[config.mk]
export PLATFORM = sky130hd
export DESIGN_NAME = t1j1_line_framer_setup
export DESIGN_NICKNAME = d
export VERILOG_FILES = /design/src/hdl/framer_setup_pkg.sv /design/src/hdl/t1j1_line_framer_setup.sv
export SDC_FILE = /design/constraint.sdc
export NUM_CORES = 1
export LEC_CHECK = 0
export ABC_AREA = 1
export BUFFER_PORTS_ARGS = -buffer_cell sky130_fd_sc_hd__buf_4
export CAP_MARGIN = 20
export CORE_UTILIZATION = 25
export DETAILED_ROUTE_END_ITERATION = 6
export PLACE_DENSITY = 0.5
export SYNTH_ARGS = -nofsm -noshare
export SYNTH_HDL_FRONTEND = slang
export SYNTH_SLANG_ARGS = --single-unit
export TNS_END_PERCENT = 100
[constraint.sdc]
create_clock -name aclk -period 2.1 [get_ports aclk]
set_input_delay 0.315 -clock aclk [delete_from_list [all_inputs] [get_ports aclk]]
set_output_delay 0.315 -clock aclk [all_outputs]
set_load 0.05 [all_outputs]
[src/hdl/framer_setup_pkg.sv]
package framer_setup_pkg;

	// -----------------------------------------------------------------
	// Register byte offsets (all chosen, one aligned word each; OFS_TX_SIG0 and OFS_RX_SIG0 start twelve-word blocks)
	// -----------------------------------------------------------------
	localparam logic [7:0] OFS_LINE_CFG   = 8'h00;
	localparam logic [7:0] OFS_LOS_CFG    = 8'h04;
	localparam logic [7:0] OFS_FRAME_CFG  = 8'h08;
	localparam logic [7:0] OFS_HDLC_CFG   = 8'h0C;
	localparam logic [7:0] OFS_SIG_CFG    = 8'h10;
	localparam logic [7:0] OFS_COMMAND    = 8'h14;
	localparam logic [7:0] OFS_STATUS     = 8'h18;
	localparam logic [7:0] OFS_EVENTS     = 8'h1C;
	localparam logic [7:0] OFS_TX_SIG0    = 8'h20;
	localparam logic [7:0] OFS_RX_SIG0    = 8'h50;
	localparam int         SIG_REGS       = 12;

	// -----------------------------------------------------------------
	// Field positions
	// -----------------------------------------------------------------
	// Line config
	localparam int F_TX_CODE      = 0;   // 0 AMI+bit7 stuffing, 1 B8ZS
	localparam int F_RX_CODE      = 1;
	localparam int F_DUAL_RAIL    = 2;
	localparam int F_T1_MODE      = 3;
	// Los config: [7:0] detect, [15:8] recover, [17:16] mode, [20:18] level
	localparam int F_LOS_REC_LSB  = 8;
	localparam int F_LOS_MODE_LSB = 16;
	localparam int F_RIL_LSB      = 18;
	// Frame config
	localparam int F_AUTO_RAI     = 0;
	localparam int F_JAPAN        = 1;
	localparam int F_TX_RAI       = 2;
	localparam int F_AUTO_SYNC    = 3;
	localparam int F_RAF          = 4;
	localparam int F_REC_IRQ      = 5;
	// Signaling config
	localparam int F_BIT_ROB      = 0;
	localparam int F_SIG_MODE     = 1;
	localparam int F_CASE_MASK    = 2;
	localparam int F_RSC_MASK     = 3;
	// Hdlc config: [7:0] mode, [15:8] cfg one, 16..18 masks, 19/20 slot24
	localparam int F_CFG1_LSB     = 8;
	localparam int F_RME_MASK     = 16;
	localparam int F_RPF_MASK     = 17;
	localparam int F_XPR_MASK     = 18;
	localparam int F_RX_SLOT24    = 19;
	localparam int F_TX_SLOT24    = 20;
	// Command
	localparam int F_TX_RESET     = 0;
	localparam int F_RX_RESET     = 1;

	// -----------------------------------------------------------------
	// Reset values and decoded modes
	// -----------------------------------------------------------------
	localparam logic [31:0] LINE_CFG_RST  = 32'h0000_0008;
	localparam logic [31:0] HDLC_CFG_RST  = 32'h0007_0000;
	localparam logic [31:0] SIG_CFG_RST   = 32'h0000_000C;
	localparam logic [7:0]  HDLC_MODE_RX  = 8'h88;
	localparam logic [7:0]  HDLC_CFG1_TS  = 8'h18;
	localparam logic [1:0]  LOS_MODE_DENS = 2'h1;
	localparam int          DENSITY_ZEROS = 15;
	localparam int          SLOT_HDLC     = 23;  // slot 24, counted from 0
	localparam int          SLOTS         = 24;
	localparam logic [7:0]  ALL_ONES      = 8'hFF;
	localparam logic [7:0]  FLAG_BYTE     = 8'h7E;
	localparam logic [1:0]  RESP_OKAY     = 2'h0;
	localparam logic [1:0]  RESP_SLVERR   = 2'h2;

	// Dual-rail line symbol
	typedef struct packed {
		logic pos;
		logic neg;
	} rail_t;

	// Framer status seen by software
	typedef struct packed {
		logic los;
		logic frame_align_lost;
		logic rai_active;
		logic resync;
	} stat_t;

endpackage : framer_setup_pkg

[src/hdl/t1j1_line_framer_setup.sv]
// Function
// - Analog line codes AMI with bit-7 stuffing and B8ZS, per direction; code encodes transmit only, receive code bit only shows in status.
// - Digital dual or single rail lines support the same two codes.
// - Detect count 0x0A declares loss of signal after 176 zeros.
// - Recover count 0x15 clears loss after 22 ones in the detect interval.
// - Recovery mode 01 also needs no more than 15 consecutive zeros.
// - Input level threshold 0x03 sets the loss amplitude threshold.
// - Recovery enable adds events when alarms clear, not just when set.
// - Auto remote alarm with lost alignment sends remote alarm.
// - Auto remote alarm stops once alignment returns.
// - Japan variant sends all-ones on the data link for remote alarm.
// - Japan select 0 gives CRC6 without framing and link bits.
// - Japan select 1 gives CRC6 with them, and japan remote alarm.
// - Auto sync starts resync on a frame search condition.
// - Mode 88h enables the receiver, accepting all frames.
// - Config one 18h puts signaling in slots with flag fill.
// - Hdlc end, pool full, pool ready requests only when unmasked.
// - Slot-select bit 0 set carries hdlc data in time slot 24.
// - Bit robbing plus signaling mode sends the twelve tx signaling regs.
// - Unmasked interrupts for tx signaling access and rx signaling change.
//
// Design decisions made here: the AXI4-Lite register port and the register addresses.
`timescale 1ns/1ps
module t1j1_line_framer_setup (
	// Clock and reset
	input  wire logic                    aclk,
	input  wire logic                    aresetn,
	// AXI4-Lite write
	input  wire logic [7:0]              s_awaddr,
	input  wire logic                    s_awvalid,
	output logic                         s_awready,
	input  wire logic [31:0]             s_wdata,
	input  wire logic [3:0]              s_wstrb,
	input  wire logic                    s_wvalid,
	output logic                         s_wready,
	output logic [1:0]                   s_bresp,
	output logic                         s_bvalid,
	input  wire logic                    s_bready,
	// AXI4-Lite read
	input  wire logic [7:0]              s_araddr,
	input  wire logic                    s_arvalid,
	output logic                         s_arready,
	output logic [31:0]                  s_rdata,
	output logic [1:0]                   s_rresp,
	output logic                         s_rvalid,
	input  wire logic                    s_rready,
	// Line receive side (pins, asynchronous)
	input  wire framer_setup_pkg::rail_t rx_line,
	input  wire logic                    rx_level_ok,
	input  wire logic                    frame_align_lost,
	input  wire logic                    frame_search_flag,
	input  wire logic                    hdlc_rx_end,
	input  wire logic                    hdlc_rx_pool_full,
	input  wire logic                    hdlc_tx_pool_ready,
	input  wire logic [3:0]              rx_sig_bits,
	// Line transmit side and control outputs
	input  wire logic                    tx_bit,
	output framer_setup_pkg::rail_t      tx_line,
	output logic                         tx_single,
	output logic [2:0]                   rx_input_level_thresh,
	output logic                         crc6_with_fs_dl,
	output logic                         resync_start,
	output logic                         hdlc_rx_enable,
	output logic                         hdlc_flag_fill,
	output logic                         irq_request
);

	// -----------------------------------------------------------------
	// Registers and synchronisers
	// -----------------------------------------------------------------
	logic [31:0] line_cfg_r, los_cfg_r, frame_cfg_r, hdlc_cfg_r, sig_cfg_r;
	logic [31:0] events_r, events_nxt;
	localparam int SIG_REGS_L = framer_setup_pkg::SIG_REGS;
	logic [3:0]  tx_sig_r [SIG_REGS_L];
	logic [3:0]  rx_sig_r [SIG_REGS_L];
	logic [12:0] sync1_r, sync2_r;
	logic [7:0]  zero_run_r, ones_cnt_r, win_cnt_r;
	logic        los_r, rai_r, lfa_d_r, frame_search_flag_d_r;
	logic [4:0]  slot_r;
	logic [3:0]  sig_idx_r;
	logic [2:0]  b8zs_cnt_r;
	logic        last_mark_neg_r;
	logic [7:0]  tx_zero_r;

	// Two-flop capture of every pin-side input
	always_ff @(posedge aclk) begin
		if (!aresetn) begin
			sync1_r <= '0;
			sync2_r <= '0;
		end else begin
			sync1_r <= {rx_line, rx_level_ok, frame_align_lost, frame_search_flag, hdlc_rx_end,
				hdlc_rx_pool_full, hdlc_tx_pool_ready, rx_sig_bits, tx_bit};
			sync2_r <= sync1_r;
		end
	end

	wire       s_pos    = sync2_r[12];
	wire       s_neg    = sync2_r[11];
	wire       s_lvl    = sync2_r[10];
	wire       s_lfa    = sync2_r[9];
	wire       s_frame_search_flag   = sync2_r[8];
	wire       s_rme    = sync2_r[7];
	wire       s_rpf    = sync2_r[6];
	wire       s_xpr    = sync2_r[5];
	wire [3:0] s_rxsig  = sync2_r[4:1];
	wire       s_txbit  = sync2_r[0];

	// -----------------------------------------------------------------
	// Loss-of-signal detect and recovery
	// -----------------------------------------------------------------
	// Detect count N means (N+1)*16 zeros, so 0x0A gives 176; recover
	// count M means M+1 ones, so 0x15 gives 22 in the same window.
	wire [7:0]  los_det  = los_cfg_r[7:0];
	localparam int F_REC_HI = framer_setup_pkg::F_LOS_REC_LSB + 7;
	wire [7:0]  los_rec  = los_cfg_r[F_REC_HI:framer_setup_pkg::F_LOS_REC_LSB];
	wire [1:0]  los_mode = los_cfg_r[framer_setup_pkg::F_LOS_MODE_LSB +: 2];
	wire        rx_mark  = (s_pos | s_neg) & s_lvl;
	wire [11:0] det_len  = {los_det, 4'h0} + 12'h010;
	wire        det_hit  = ({4'h0, zero_run_r} >= det_len) || (zero_run_r == 8'hFF);
	wire        rec_hit  = ones_cnt_r > los_rec;
	wire        dens_ok  = (los_mode != framer_setup_pkg::LOS_MODE_DENS) ||
		(zero_run_r <= 8'(framer_setup_pkg::DENSITY_ZEROS));
	wire        win_end  = {4'h0, win_cnt_r} >= det_len - 12'h001;

	always_ff @(posedge aclk) begin
		if (!aresetn) begin
			zero_run_r <= '0;
			ones_cnt_r <= '0;
			win_cnt_r  <= '0;
			los_r      <= 1'b0;
		end else begin
			zero_run_r <= rx_mark ? 8'h00 : (zero_run_r == 8'hFF ? zero_run_r : zero_run_r + 8'h01);
			win_cnt_r  <= win_end ? 8'h00 : win_cnt_r + 8'h01;
			ones_cnt_r <= win_end ? 8'h00 : (rx_mark && ones_cnt_r != 8'hFF ? ones_cnt_r + 8'h01 : ones_cnt_r);
			if (!los_r && det_hit)
				los_r <= 1'b1;
			else if (los_r && rec_hit && dens_ok)
				los_r <= 1'b0;
		end
	end
	assign rx_input_level_thresh = los_cfg_r[framer_setup_pkg::F_RIL_LSB +: 3];

	// -----------------------------------------------------------------
	// Framer: remote alarm, CRC6 scope, resync
	// -----------------------------------------------------------------
	wire japan     = frame_cfg_r[framer_setup_pkg::F_JAPAN];
	wire rai_want  = frame_cfg_r[framer_setup_pkg::F_TX_RAI] |
		(frame_cfg_r[framer_setup_pkg::F_AUTO_RAI] & s_lfa);
	wire rise_lfa  = s_lfa & ~lfa_d_r;
	wire fall_lfa  = ~s_lfa & lfa_d_r;

	always_ff @(posedge aclk) begin
		if (!aresetn) begin
			rai_r        <= 1'b0;
			lfa_d_r      <= 1'b0;
			frame_search_flag_d_r     <= 1'b0;
			resync_start <= 1'b0;
		end else begin
			rai_r        <= rai_want;
			lfa_d_r      <= s_lfa;
			frame_search_flag_d_r     <= s_frame_search_flag;
			resync_start <= frame_cfg_r[framer_setup_pkg::F_AUTO_SYNC] & s_frame_search_flag & ~frame_search_flag_d_r;
		end
	end
	assign crc6_with_fs_dl = japan;

	// -----------------------------------------------------------------
	// Slot counter and transmit data selection
	// -----------------------------------------------------------------
	wire [7:0] hdlc_mode  = hdlc_cfg_r[7:0];
	wire [7:0] hdlc_cfg1  = hdlc_cfg_r[framer_setup_pkg::F_CFG1_LSB +: 8];
	wire       slot_hdlc  = slot_r == 5'(framer_setup_pkg::SLOT_HDLC);
	wire       tx_hdlc_ts = slot_hdlc & hdlc_cfg_r[framer_setup_pkg::F_TX_SLOT24];
	wire       rob_on     = sig_cfg_r[framer_setup_pkg::F_BIT_ROB] & sig_cfg_r[framer_setup_pkg::F_SIG_MODE];
	wire       tx_data    = (japan & rai_r & slot_hdlc) ? 1'b1 :
		rob_on ? tx_sig_r[sig_idx_r][0] :
		tx_hdlc_ts ? (hdlc_flag_fill ? framer_setup_pkg::FLAG_BYTE[slot_r[2:0]] : s_txbit) :
		(rai_r ? 1'b0 : s_txbit);
	assign hdlc_rx_enable = (hdlc_mode == framer_setup_pkg::HDLC_MODE_RX) &
		hdlc_cfg_r[framer_setup_pkg::F_RX_SLOT24] & slot_hdlc;
	assign hdlc_flag_fill = hdlc_cfg1 == framer_setup_pkg::HDLC_CFG1_TS;

	always_ff @(posedge aclk) begin
		if (!aresetn) begin
			slot_r    <= '0;
			sig_idx_r <= '0;
		end else begin
			slot_r    <= (slot_r == 5'(framer_setup_pkg::SLOTS - 1)) ? 5'h00 : slot_r + 5'h01;
			if (slot_r == 5'(framer_setup_pkg::SLOTS - 1))
				sig_idx_r <= (sig_idx_r == 4'(SIG_REGS_L - 1)) ? 4'h0 : sig_idx_r + 4'h1;
		end
	end

	// -----------------------------------------------------------------
	// Line encoder: AMI with bit-7 stuffing or B8ZS
	// -----------------------------------------------------------------
	// Simplified per-bit encoder: B8ZS replaces a run of eight zeros by
	// a violation, AMI forces a mark after six zeros.
	wire b8zs_tx   = line_cfg_r[framer_setup_pkg::F_TX_CODE];
	wire stuff_one = ~b8zs_tx & ~tx_data & (tx_zero_r == 8'd6);
	wire b8zs_viol = b8zs_tx & ~tx_data & (tx_zero_r == 8'd7);
	wire mark      = tx_data | stuff_one | b8zs_viol;
	wire pol_neg   = b8zs_viol ? last_mark_neg_r : ~last_mark_neg_r;

	always_ff @(posedge aclk) begin
		if (!aresetn) begin
			tx_zero_r       <= '0;
			last_mark_neg_r <= 1'b0;
			tx_line         <= '0;
			tx_single       <= 1'b0;
			b8zs_cnt_r      <= '0;
		end else begin
			tx_zero_r       <= mark ? 8'h00 : tx_zero_r + 8'h01;
			if (mark)
				last_mark_neg_r <= pol_neg;
			tx_line.pos     <= mark & ~pol_neg;
			tx_line.neg     <= line_cfg_r[framer_setup_pkg::F_DUAL_RAIL] ? (mark & pol_neg) : 1'b0;
			tx_single       <= mark;
			b8zs_cnt_r      <= b8zs_viol ? b8zs_cnt_r + 3'h1 : b8zs_cnt_r;
		end
	end

	// -----------------------------------------------------------------
	// Received signaling capture
	// -----------------------------------------------------------------
	wire rx_sig_chg = rob_on && (slot_r == 5'h00) && (rx_sig_r[sig_idx_r] != s_rxsig);

	always_ff @(posedge aclk) begin
		if (!aresetn) begin
			for (int i = 0; i < SIG_REGS_L; i++)
				rx_sig_r[i] <= 4'h0;
		end else if (rx_sig_chg) begin
			rx_sig_r[sig_idx_r] <= s_rxsig;
		end
	end

	// -----------------------------------------------------------------
	// Sticky events: bit0 los set, 1 los clear, 2 lfa set, 3 lfa clear,
	// 4 rx end, 5 pool full, 6 pool ready, 7 tx sig access, 8 rx sig change
	// -----------------------------------------------------------------
	wire rec_irq  = frame_cfg_r[framer_setup_pkg::F_REC_IRQ];
	wire los_set  = ~los_r & det_hit;
	wire los_clr  = los_r & rec_hit & dens_ok;
	logic tx_sig_acc;
	logic [31:0] ev_set;
	assign ev_set = {23'h0, rx_sig_chg, tx_sig_acc, s_xpr, s_rpf, s_rme,
		fall_lfa & rec_irq, rise_lfa, los_clr & rec_irq, los_set};

	// Masks: 0 lets the request through
	wire [8:0] ev_mask = {sig_cfg_r[framer_setup_pkg::F_RSC_MASK], sig_cfg_r[framer_setup_pkg::F_CASE_MASK],
		hdlc_cfg_r[framer_setup_pkg::F_XPR_MASK], hdlc_cfg_r[framer_setup_pkg::F_RPF_MASK],
		hdlc_cfg_r[framer_setup_pkg::F_RME_MASK], 4'hF};
	assign irq_request = |(events_r[8:0] & ~ev_mask);

	// -----------------------------------------------------------------
	// AXI4-Lite slave
	// -----------------------------------------------------------------
	// Address and data latch separately so either may come first.
	logic        aw_hold_r, w_hold_r;
	logic [7:0]  aw_addr_r;
	logic [31:0] w_data_r;
	logic [3:0]  w_strb_r;
	assign s_awready = ~aw_hold_r & ~s_bvalid;
	assign s_wready  = ~w_hold_r & ~s_bvalid;
	assign s_arready = ~s_rvalid;
	wire   wr_go     = aw_hold_r & w_hold_r & ~s_bvalid;
	wire   sig_hit_w = aw_addr_r >= framer_setup_pkg::OFS_TX_SIG0 && aw_addr_r < framer_setup_pkg::OFS_RX_SIG0;
	wire [3:0] sig_w = 4'((aw_addr_r - framer_setup_pkg::OFS_TX_SIG0) >> 2);

	function automatic logic [31:0] merge(input logic [31:0] old, input logic [31:0] nw, input logic [3:0] st);
		for (int b = 0; b < 4; b++)
			if (st[b])
				old[8*b +: 8] = nw[8*b +: 8];
		return old;
	endfunction : merge

	function automatic logic known(input logic [7:0] a);
		return a == framer_setup_pkg::OFS_LINE_CFG || a == framer_setup_pkg::OFS_LOS_CFG ||
			a == framer_setup_pkg::OFS_FRAME_CFG || a == framer_setup_pkg::OFS_HDLC_CFG ||
			a == framer_setup_pkg::OFS_SIG_CFG || a == framer_setup_pkg::OFS_COMMAND ||
			a == framer_setup_pkg::OFS_STATUS || a == framer_setup_pkg::OFS_EVENTS ||
			(a >= framer_setup_pkg::OFS_TX_SIG0 && a < 8'h80 && a[1:0] == 2'b00);
	endfunction : known

	// Write-one-to-clear on events; a fresh event wins over the clear
	wire ev_wr = wr_go && aw_addr_r == framer_setup_pkg::OFS_EVENTS;
	assign events_nxt = (events_r & ~(ev_wr ? merge(32'h0, w_data_r, w_strb_r) : 32'h0)) | ev_set;

	always_ff @(posedge aclk) begin
		if (!aresetn) begin
			aw_hold_r <= 1'b0;
			w_hold_r  <= 1'b0;
			aw_addr_r <= '0;
			w_data_r  <= '0;
			w_strb_r  <= '0;
			s_bvalid  <= 1'b0;
			s_bresp   <= framer_setup_pkg::RESP_OKAY;
			line_cfg_r  <= framer_setup_pkg::LINE_CFG_RST;
			los_cfg_r   <= '0;
			frame_cfg_r <= '0;
			hdlc_cfg_r  <= framer_setup_pkg::HDLC_CFG_RST;
			sig_cfg_r   <= framer_setup_pkg::SIG_CFG_RST;
			events_r    <= '0;
			tx_sig_acc  <= 1'b0;
			for (int i = 0; i < SIG_REGS_L; i++)
				tx_sig_r[i] <= 4'h0;
		end else begin
			events_r   <= events_nxt;
			tx_sig_acc <= wr_go & sig_hit_w;
			if (s_awvalid && s_awready) begin
				aw_hold_r <= 1'b1;
				aw_addr_r <= s_awaddr;
			end
			if (s_wvalid && s_wready) begin
				w_hold_r <= 1'b1;
				w_data_r <= s_wdata;
				w_strb_r <= s_wstrb;
			end
			if (wr_go) begin
				aw_hold_r <= 1'b0;
				w_hold_r  <= 1'b0;
				s_bvalid  <= 1'b1;
				s_bresp   <= known(aw_addr_r) ? framer_setup_pkg::RESP_OKAY : framer_setup_pkg::RESP_SLVERR;
				case (aw_addr_r)
					framer_setup_pkg::OFS_LINE_CFG:  line_cfg_r  <= merge(line_cfg_r, w_data_r, w_strb_r);
					framer_setup_pkg::OFS_LOS_CFG:   los_cfg_r   <= merge(los_cfg_r, w_data_r, w_strb_r);
					framer_setup_pkg::OFS_FRAME_CFG: frame_cfg_r <= merge(frame_cfg_r, w_data_r, w_strb_r);
					framer_setup_pkg::OFS_HDLC_CFG:  hdlc_cfg_r  <= merge(hdlc_cfg_r, w_data_r, w_strb_r);
					framer_setup_pkg::OFS_SIG_CFG:   sig_cfg_r   <= merge(sig_cfg_r, w_data_r, w_strb_r);
					default: if (sig_hit_w && w_strb_r[0]) tx_sig_r[sig_w] <= w_data_r[3:0];
				endcase
			end else if (s_bvalid && s_bready) begin
				s_bvalid <= 1'b0;
			end
		end
	end

	// Read side: one cycle from address taken to data valid
	wire [3:0] sig_r_tx = 4'((s_araddr - framer_setup_pkg::OFS_TX_SIG0) >> 2);
	wire [3:0] sig_r_rx = 4'((s_araddr - framer_setup_pkg::OFS_RX_SIG0) >> 2);
	wire [31:0] rd_mux =
		s_araddr == framer_setup_pkg::OFS_LINE_CFG  ? line_cfg_r :
		s_araddr == framer_setup_pkg::OFS_LOS_CFG   ? los_cfg_r :
		s_araddr == framer_setup_pkg::OFS_FRAME_CFG ? frame_cfg_r :
		s_araddr == framer_setup_pkg::OFS_HDLC_CFG  ? hdlc_cfg_r :
		s_araddr == framer_setup_pkg::OFS_SIG_CFG   ? sig_cfg_r :
		s_araddr == framer_setup_pkg::OFS_STATUS    ? {24'h0, b8zs_cnt_r, line_cfg_r[framer_setup_pkg::F_RX_CODE],
			los_r, s_lfa, rai_r, resync_start} :
		s_araddr == framer_setup_pkg::OFS_EVENTS    ? events_r :
		(s_araddr >= framer_setup_pkg::OFS_RX_SIG0 && sig_r_rx < 4'(SIG_REGS_L)) ? {28'h0, rx_sig_r[sig_r_rx]} :
		(s_araddr >= framer_setup_pkg::OFS_TX_SIG0 && sig_r_tx < 4'(SIG_REGS_L)) ? {28'h0, tx_sig_r[sig_r_tx]} :
		32'h0000_0000;

	always_ff @(posedge aclk) begin
		if (!aresetn) begin
			s_rvalid <= 1'b0;
			s_rdata  <= '0;
			s_rresp  <= framer_setup_pkg::RESP_OKAY;
		end else if (s_arvalid && s_arready) begin
			s_rvalid <= 1'b1;
			s_rdata  <= known(s_araddr) ? rd_mux : 32'h0000_0000;
			s_rresp  <= known(s_araddr) ? framer_setup_pkg::RESP_OKAY : framer_setup_pkg::RESP_SLVERR;
		end else if (s_rvalid && s_rready) begin
			s_rvalid <= 1'b0;
		end
	end

endmodule : t1j1_line_framer_setup

==> results of run 1 <==
## worst max-delay path, cell delays in order, from the launching register on
cell and delay (ns):
dfxtp_2 0.35, ha_4 0.15, nand2_4 0.06, nor2_4 0.09, inv_2 0.05, nor2_4 0.09
inv_2 0.06, buf_6 0.14, nor4_4 0.23, buf_4 0.20, buf_8 0.14
## area by class of cell
type | instances | share of cell area, %
repair buffers | 403 | 12.9
inverters | 332 | 4.33
flip-flops and latches | 487 | 37.7
multi-input cells | 1777 | 32.9
clock buffers | 75 | 5.65
well taps | 1144 | 4.88
clock inverters | 35 | 1.61
## metal layers
metal,track usage (%),vias up,wire length [um]
li1,-,9729,-
met1,20.8,9053,32400
met2,27.4,400,34800
met3,2.08,106,2850
met4,4.96,0,2020
met5,0,-,0
## worst paths after layout
| path | cells after the start | slack, ns | endpoint |
|---|---|---|---|
| max | 10 | -0.36 | hdlc_rx_enable |
| min | 3 | 0.04 | w_data_r[11]$_SDFFE_PN0P_ |
| max reg2reg | 14 | -0.32 | rx_sig_r[0][1]$_SDFFCE_PN0P_ |
| min reg2reg | 1 | 0.39 | resync_start$_SDFF_PN0_ |
## synthesized netlist by cell type, types with 8 or more instances
| cell | n |
|---|---|
| a311oi_1 | 14 |
| a21oi_1 | 294 |
| nand4_1 | 12 |
| o22ai_1 | 19 |
| clkinv_1 | 8 |
| o21ai_1 | 8 |
| nor3_1 | 14 |
| clkbuf_1 | 84 |
| a211oi_1 | 25 |
| edfxtp_1 | 128 |
| nor2_1 | 398 |
| o21ai_0 | 274 |
| buf_4 | 16 |
| nor2_2 | 15 |
| xor2_1 | 19 |
| dfxtp_1 | 359 |
| o211ai_1 | 42 |
| nand3_1 | 108 |
| o2111ai_1 | 9 |
| nand4_4 | 10 |
| o221ai_1 | 11 |
| buf_2 | 30 |
| ha_1 | 34 |
| nand2_1 | 390 |
| inv_1 | 309 |
| inv_2 | 14 |
## power by group through the flow
stage	combinational (uW)	clock, uW	sequential [uW]
after global routing	1950	11600	10100
after detailed placement	1590	0	10300
after floorplan	886	0	10200
final	1770	11000	10100
after CTS	1730	11300	10100
after global placement	1600	0	10300
## cells by family after synthesis
group                      count (synthesis)
DFF                                      487
adders and majority gates                 34
buffers and inverters                    471
AOI/OAI and AO/OA                        724
and+or+nand+nor                          975
xor gates and xnor gates                  26
other                                      1
## through the flow
stage | area (um^2) | setup TNS (ns) | setup WS (ns) | utilization [%] | hold WS [ns]
after floorplan | 21900 | -0.746 | -0.0621 | - | 0.366
after global placement | 25500 | -29.34 | -0.291 | 29.8 | 0.378
after detailed placement | 25500 | -28.22 | -0.269 | 29.8 | 0.385
after CTS | 28800 | -11.71 | -0.481 | 33.5 | 0.00741
after global routing | 29300 | -42.59 | -0.489 | 34.2 | 0.0483
final | 29300 | -24.93 | -0.364 | 34.2 | 0.0367
## timing repair
item                       in CTS  in global routing
gates cloned                    4                  0
pin swaps                      19                 35
resized for setup             127                158
setup endpoints to repair     141                316
hold buffers                   52                  0
setup buffers                  10                 13
hold endpoints to repair       52                  0
## sequential cells by signal (all words and copies together) (netlist names), 2 cells and up, named ones only
name	flops
tx_line	2
zero_run_r	8
rx_sig_r	64
frame_cfg_r	32
b8zs_cnt_r	3
events_r	32
slot_r	5
hdlc_cfg_r	32
win_cnt_r	8
w_data_r	32
line_cfg_r	32
tx_sig_r	64
ones_cnt_r	8
sig_cfg_r	32
tx_zero_r	8
sig_idx_r	4
w_strb_r	4
sync1_r	13
los_cfg_r	32
aw_addr_r	8
sync2_r	13
s_rdata	32
==> flow_summary_export.csv, run 1 <==
group,metric,value,unit
min_path,hp-start,"s_wdata[11]",
cells_and_area,nFillCells,8951,
power,power,22800,uW
yosys,synth.area.top_cells,"dfxtp_1, edfxtp_1, nor2_1, a21oi_1, nand2_1",
yosys,yosysWarnings,0,
sta,fmax,406,MHz
run_status,violations,"setup timing",
cts,cts_tree,"yes",
sta,worst_pin_slew,0.922,ns
yosys,synth_cell_types,53,
placed_design,hpwl,51.2,mm
placed_design,gp_congestion,0.881,
routing,vias_per_cell,4.54,
yosys,synthArstFlopShare,0,%
yosys,avgSynthCellArea,8.02,um^2
critical_path,cp-startpoint,"slot_r[0]$_SDFF_PP0_",
yosys,synth_top_family_by_area,"simple AND/OR/NAND/NOR gates",
critical_path,crit_path_start_kind,"flip-flop",
routing,post_drt_wl_per_cell,17.0,um
power,p_leak,0.0115,uW
power,ir_drop,696,uV
routing,drtAntennaViolNets,0,
yosys,synth_ff_type,"dfxtp_1",
sta,setup_viol,117,
sta,period_needed,2.46,ns
cells_and_area,fin_cells,4253,
cells_and_area,seq_area,11100,um^2
global_route,grt_pass1_vias,18600,
cts,clockRootBuffer,"clkbuf_16",
cells_and_area,drive_above_1_share,22.0,%
sta,fin_ws,-0.364,ns
yosys,synth_top_area_share,33.0,%
global_route,grt_max_degree,148,
yosys,ys_seq_elements,487,
power,swShare,25.1,%
critical_path,required,1.78,ns
global_route,grt_pass1_wl,111,mm
cts,clk_latency,0.67,ns
flow_run,cap_violations,0,
cells_and_area,nNetsFinal,3165,
cts,htree_levels,2,
power,clkPwrFrac,48.1,%
floorplan,row_count,107,
sta,rsz0062_at_grt,"true",
placed_design,port-buffer-count,121,
global_route,grt.overflow.total,0,
cts,cts_inserted_buffers,58,
routing,drt_wl_total,72.1,mm
min_path,hp-class,"input port to flip-flop",
yosys,synth_xor_xnor_area_share,1.04,%
yosys,seq_area_frac_synth,50.6,%
power,seqPwrFrac,44.1,%
cts,cts_max_path_buffers,3,
sta,slew_violations,0,
global_route,grt_use_total,16.0,%
cells_and_area,antenna_cells,0,
sta,period_share,117,%
critical_path,endpoint_kind,"output port",
yosys,synth_compound_area_share,18.5,%
power,cellPowerDensity,779,nW/um^2
sta,fin_worst_skew,0.0832,ns
floorplan,die_area,88400,um^2
routing,drc,0,
cells_and_area,multi_input_area,9670,um^2
cts,clkSlewWorstSetupHoldPaths,0.06,ns
cells_and_area,layout_common_cells,"nand2_1, dfxtp_1, nor2_1",
routing,num_vias,19300,
floorplan,core,85800,um^2
cts,cts.sinks,487,
cells_and_area,final_common_cell,"nand2_1",
routing,drt_pre_antenna_iters,5,
critical_path,cp.arrival,2.15,ns
critical_path,critPathKind,"flip-flop to output port",
sta,max-slew-margin-rel,38.5,%
critical_path,crit_path_max_fanout,5,
routing,drtIter0Drc,1064,
floorplan,die_w,297,um
yosys,syn_inst,2718,
global_route,antenna_found_initial,0,
floorplan,die_y,297,um
power,power.switching,5730,uW
yosys,synth-edff-count,128,
yosys,synthesis.area,21800,um^2
power,power.share.combinational,7.8,%
yosys,synthSimpleGateAreaFrac,19.1,%
run_status,status,"finished with violations",
yosys,yosys.area.top_type,"dfxtp_1",
sta,hold_viol,0,
floorplan,io_pins,124,
cells_and_area,syn_to_final_growth,34.6,%
yosys,yosys.area_share.adder,1.95,%
yosys,synth_mux_area_share,0,%
floorplan,start_util,25.4,%
power,power.internal,17100,uW
placed_design,dp_cells,4068,
No activity file was read; power rests on OpenSTA's default activity.
==> inputs of run 2 (changes only) <==
- PLACE_DENSITY: 0.5 -> 0.46
==> run 2 against run 1 <==
  * The run still ends with setup timing left
  * Critical path depth increased by 2
  * Die area unchanged
  * Combinational power barely moved
  * First-iteration DRC count is 12% higher
  * Global-route usage increased by 0.75 points
  * Clock power shrank 8%
  * Core utilization is 0.26 points lower
  * Cell count is 0.54% higher
  * Clock-buffer cell count increased by 11
  * Non-clock buffer count increased by 26
  * Wire length up 3.5%
  * Critical endpoint is now rx_sig_r[3][1]$_SDFFCE_PN0P_
  * Largest cell class unchanged
  * Largest power group is now registers
==> flow_summary_export.csv, run 2 (same netlist as run 1, synthesis figures left out) <==
group,metric,value,unit
global_route,antenna_found_initial,0,
critical_path,cp.arrival,2.80,ns
sta,hold_viol,0,
cts,cts_inserted_buffers,57,
cts,cts.sinks,487,
sta,fin_worst_skew,0.0981,ns
routing,num_vias,19200,
cts,cts_max_path_buffers,3,
floorplan,io_pins,124,
sta,fin_ws,-0.388,ns
routing,drtIter0Drc,1190,
placed_design,gp_congestion,0.857,
min_path,min_path_cells,3,
min_path,hp-class,"input port to flip-flop",
run_status,violations,"setup timing",
routing,drc,0,
sta,fmax,402,MHz
routing,drt_wl_total,74.6,mm
routing,drt_pre_antenna_iters,6,
floorplan,start_util,25.4,%
cells_and_area,drive_above_1_share,21.1,%
cells_and_area,nNetsFinal,3190,
critical_path,critPathKind,"flip-flop to flip-flop",
cts,clockRootBuffer,"clkbuf_16",
cells_and_area,syn_to_final_growth,33.6,%
cells_and_area,final_common_cell,"nor2_1",
routing,post_drt_wl_per_cell,17.5,um
power,ir_drop,714,uV
sta,setup_viol,117,
sta,period_share,118,%
floorplan,die_area,88400,um^2
global_route,grt_max_degree,99,
critical_path,required,2.42,ns
power,cellPowerDensity,755,nW/um^2
global_route,grt_pass1_wl,115,mm
cts,clkSlewWorstSetupHoldPaths,0.06,ns
global_route,grt_use_total,16.8,%
cts,clk_latency,0.68,ns
critical_path,regToRegSetupSlack,-0.39,ns
sta,worst_pin_slew,0.690,ns
min_path,whs_endpoint,"aw_addr_r[7]$_SDFFE_PN0P_",
cells_and_area,antenna_cells,0,
critical_path,crit_path_max_fanout,8,
power,power,22000,uW
routing,drtAntennaViolNets,0,
floorplan,die_y,297,um
placed_design,dpl_cell_area,25700,um^2
run_status,status,"finished with violations",
routing,vias_per_cell,4.50,
sta,period_needed,2.49,ns
global_route,grt_pass1_vias,19000,
critical_path,worstReg2RegEnd,"rx_sig_r[3][1]$_SDFFCE_PN0P_",
floorplan,die_w,297,um
sta,hold_ws,0.0349,ns
placed_design,port-buffer-count,121,
min_path,hp-start,"s_awaddr[7]",
cts,cts_tree,"yes",
sta,slew_violations,0,
placed_design,hpwl,53.0,mm
global_route,grt.overflow.total,0,
sta,max-slew-margin-rel,53.9,%
cells_and_area,nFillCells,9034,
power,p_leak,0.0115,uW
critical_path,reg2regPathDepth,12,
sta,rsz0062_at_grt,"true",
cells_and_area,layout_common_cells,"nor2_1, nand2_1, dfxtp_1",
cells_and_area,finalInstanceArea,29100,um^2
floorplan,row_count,107,
flow_run,cap_violations,0,
cells_and_area,reg.largest.list,"rx_sig_r x64, tx_sig_r x64",
cts,htree_levels,2,
critical_path,endpoint_kind,"flip-flop",
cells_and_area,utilization,33.9,%
floorplan,core,85800,um^2
critical_path,crit_path_start_kind,"flip-flop",
[run 2: cell types whose count changed in the layout (fill, tap and decap cells not counted), sizes merged]
cell         delta
buf            +28
bufinv          -7
clkbuf         +12
clkinv          +1
clkinvlp        -6
dlygate4sd3     -3
inv             -2
[run 2: power by group]
part	internal [uW]	switching, uW	total (uW)
registers	9870	212	10100
logic	649	1140	1790
clock network	5790	4320	10100
[run 2: worst max path at each step]
stage                                   endpoint  slack [ns]                 start  depth (start not counted)
floorplan              rx_sig_r[12][0]$_DFFE_PP_       -0.06             flip-flop                         10
global placement       rx_sig_r[12][1]$_DFFE_PP_       -0.52             flip-flop                         14
detailed placement     rx_sig_r[13][2]$_DFFE_PP_       -0.42             flip-flop                         14
CTS                               hdlc_rx_enable       -0.42  slot_r[0]$_SDFF_PP0_                         10
global route           rx_sig_r[13][2]$_DFFE_PP_       -0.47             flip-flop                         14
finish              rx_sig_r[3][1]$_SDFFCE_PN0P_       -0.39             flip-flop                         12
[run 2: cell type report]
cell class | instances | area, um^2 | share of cell area, %
clock buffer | 86 | 1710 | 5.87
clock inverter | 21 | 220 | 0.756
inverter | 332 | 1270 | 4.36
multi-input combinational | 1777 | 9530 | 32.7
sequential | 487 | 11000 | 37.9
tap | 1144 | 1430 | 4.91
timing repair buffer | 429 | 3920 | 13.5
[run 2: per-stage QoR]
stage / std cells / TNS [ns] / setup WS (ns)
after global routing: 4276 / -46.43 / -0.469
after floorplan: 2735 / -0.746 / -0.0621
after global placement: 4103 / -55.48 / -0.520
after CTS: 4270 / -26.39 / -0.416
after detailed placement: 4103 / -48.59 / -0.420
final: 4276 / -29.49 / -0.388
[run 2: metal layers]
metal  routed length [um]  global-route usage (%)  share of wire, %  vias to the layer above
met5                    0                       0                 0                        -
met4                 1810                    4.68               2.4                        0
met3                 3360                    2.56               4.5                      110
met2                36000                    28.9                48                      378
met1                33500                    21.6                45                     8976
li1                     -                       -                 -                     9783
[run 2: what timing repair did]
item	CTS	global route
resized for setup	105	105
hold endpoints to repair	50	0
setup buffers	6	7
endpoints found under the setup margin	147	271
hold buffers	49	0
pin swaps	27	43
gates cloned	5	0
[run 2: critical path: stages, from the launching register on]
cell,delay [ns]
dfxtp_4,0.41
clkinv_8,0.11
buf_16,0.15
o21ai_0,0.18
o211ai_1,0.15
nand3_2,0.11
nand2_2,0.07
xor2_2,0.19
nand4_4,0.30
buf_6,0.25
nand4_4,0.09
buf_12,0.11
nor2_1,0.03
==> inputs of run 3 (changes only) <==
- MAX_ROUTING_LAYER: unset -> met4
==> run 3 against run 2 <==
  * The flow still finishes with violations (setup timing)
  * Non-clock buffer count did not move
  * Cell count is the same
  * Register-to-register slack is essentially flat
  * First-iteration DRC count is 8.0% lower
  * Largest power group unchanged
  * Highest routed layer unchanged
==> flow_summary_export.csv, run 3 (same netlist as run 1, synthesis figures left out) <==
group,metric,value,unit
floorplan,die_area,88400,um^2
cts,htree_levels,2,
cts,cts_tree,"yes",
run_status,violations,"setup timing",
floorplan,start_util,25.4,%
cells_and_area,drive_above_1_share,21.5,%
cells_and_area,nNetsFinal,3190,
power,p_leak,0.0115,uW
sta,fin_worst_skew,0.0966,ns
flow_run,cap_violations,0,
min_path,hp-class,"input port to flip-flop",
power,swShare,25.8,%
cells_and_area,layout_common_cells,"nor2_1, nand2_1, dfxtp_1",
power,clkPwrFrac,45.9,%
critical_path,critPathKind,"flip-flop to flip-flop",
routing,drtAntennaViolNets,0,
critical_path,required,2.42,ns
run_status,status,"finished with violations",
routing,drt_pre_antenna_iters,5,
sta,fmax,403,MHz
placed_design,dpl_cell_area,25700,um^2
sta,period_share,118,%
cells_and_area,antenna_cells,0,
cells_and_area,fin_cells,4276,
sta,hold_viol,0,
critical_path,crit_path_max_fanout,8,
cts,clkSlewWorstSetupHoldPaths,0.06,ns
placed_design,dp_cells,4103,
power,power.internal,16300,uW
routing,num_vias,19200,
placed_design,port-buffer-count,121,
power,power.switching,5660,uW
sta,setup_viol,117,
cts,clockRootBuffer,"clkbuf_16",
floorplan,core,85800,um^2
global_route,grt.overflow.total,0,
routing,vias_per_cell,4.49,
power,seqPwrFrac,45.9,%
placed_design,hpwl,53.0,mm
routing,drc,0,
placed_design,gp_congestion,0.871,
sta,rsz0062_at_grt,"true",
global_route,grt_use_total,17.3,%
power,ir_drop,711,uV
power,power,22000,uW
power,cellPowerDensity,754,nW/um^2
critical_path,crit_path_start_kind,"flip-flop",
sta,fin_ws,-0.379,ns
critical_path,cp.arrival,2.79,ns
placed_design,place_ws,-0.420,ns
global_route,grt_max_degree,99,
sta,max-slew-margin-rel,54.8,%
cts,cts.sinks,487,
cts,cts_max_path_buffers,3,
global_route,antenna_found_initial,0,
floorplan,row_count,107,
routing,drtIter0Drc,1095,
cells_and_area,finalInstanceArea,29200,um^2
cts,cts_inserted_buffers,57,
global_route,grt_pass1_wl,115,mm
cts,clk_latency,0.68,ns
floorplan,die_y,297,um
global_route,grt_pass1_vias,19000,
routing,post_drt_wl_per_cell,17.5,um
power,power.share.combinational,8.2,%
critical_path,endpoint_kind,"flip-flop",
sta,period_needed,2.48,ns
routing,drt_wl_total,74.6,mm
floorplan,io_pins,124,
floorplan,die_w,297,um
cells_and_area,final_common_cell,"nor2_1",
sta,tns,-28.53,ns
cells_and_area,reg.largest.list,"rx_sig_r x64, tx_sig_r x64",
sta,slew_violations,0,
cells_and_area,syn_to_final_growth,33.8,%
sta,worst_pin_slew,0.677,ns
[run 3: per-layer routing]
| metal | GRT usage (%) | wire length [um] | vias up |
|---|---|---|---|
| li1 | - | - | 9772 |
| met3 | 2.47 | 3260 | 115 |
| met1 | 21.6 | 33600 | 8936 |
| met4 | 4.91 | 1900 | 0 |
| met2 | 28.9 | 35800 | 389 |
| met5 | - | 0 | - |
[run 3: final timing paths]
path | end | slack, ns | cells after the start | from
max | rx_sig_r[3][1]$_SDFFCE_PN0P_ | -0.38 | 13 | flip-flop
min | aw_addr_r[3]$_SDFFE_PN0P_ | 0.04 | 3 | s_awaddr[3]
max reg2reg | rx_sig_r[3][1]$_SDFFCE_PN0P_ | -0.38 | 13 | flip-flop
min reg2reg | resync_start$_SDFF_PN0_ | 0.38 | 1 | frame_search_flag_d_r$_SDFF_PN0_
[run 3: final cells by class]
type / instances / area (um^2)
fill: 9038 / 56700
sequential: 487 / 11000
multi-input combinational: 1777 / 9560
timing repair buffer: 429 / 3920
clock buffer: 86 / 1710
tap: 1144 / 1430
inverter: 332 / 1270
clock inverter: 21 / 220
[run 3: what timing repair did]
| action | 4_1_cts | 5_1_grt |
|---|---|---|
| endpoints found under the hold margin | 50 | 0 |
| gates resized for setup | 105 | 117 |
| hold buffers | 49 | 0 |
| endpoints found under the setup margin | 147 | 271 |
| cloned | 5 | 0 |
| pin swaps | 27 | 44 |
| setup buffers | 6 | 7 |
[run 3: power by group through the flow]
stage | Clock, uW | Combinational [uW] | Sequential, uW
detailed placement | 0 | 1670 | 10300
CTS | 10400 | 1790 | 10100
finish | 10100 | 1800 | 10100
global placement | 0 | 1670 | 10300
global route | 10700 | 1980 | 10100
floorplan | 0 | 886 | 10200
[run 3: worst max-delay path, cell delays in order (launching register included)]
cell and delay, ns:
dfxtp_4 0.41, clkinv_8 0.11, buf_16 0.16, a21oi_2 0.12
o21ai_2 0.06, o211ai_1 0.10, nand3_1 0.12, nand2_2 0.09
xor2_2 0.20, nand4_4 0.30, buf_6 0.25, nand4_4 0.09
buf_12 0.11, nor2_1 0.03
[run 3: through the flow]
stage	util, %	hold slack [ns]
after floorplan	-	0.366
after global placement	30.0	0.372
after detailed placement	30.0	0.374
after CTS	33.5	0.00374
after global routing	34.0	0.0482
final	34.0	0.0436
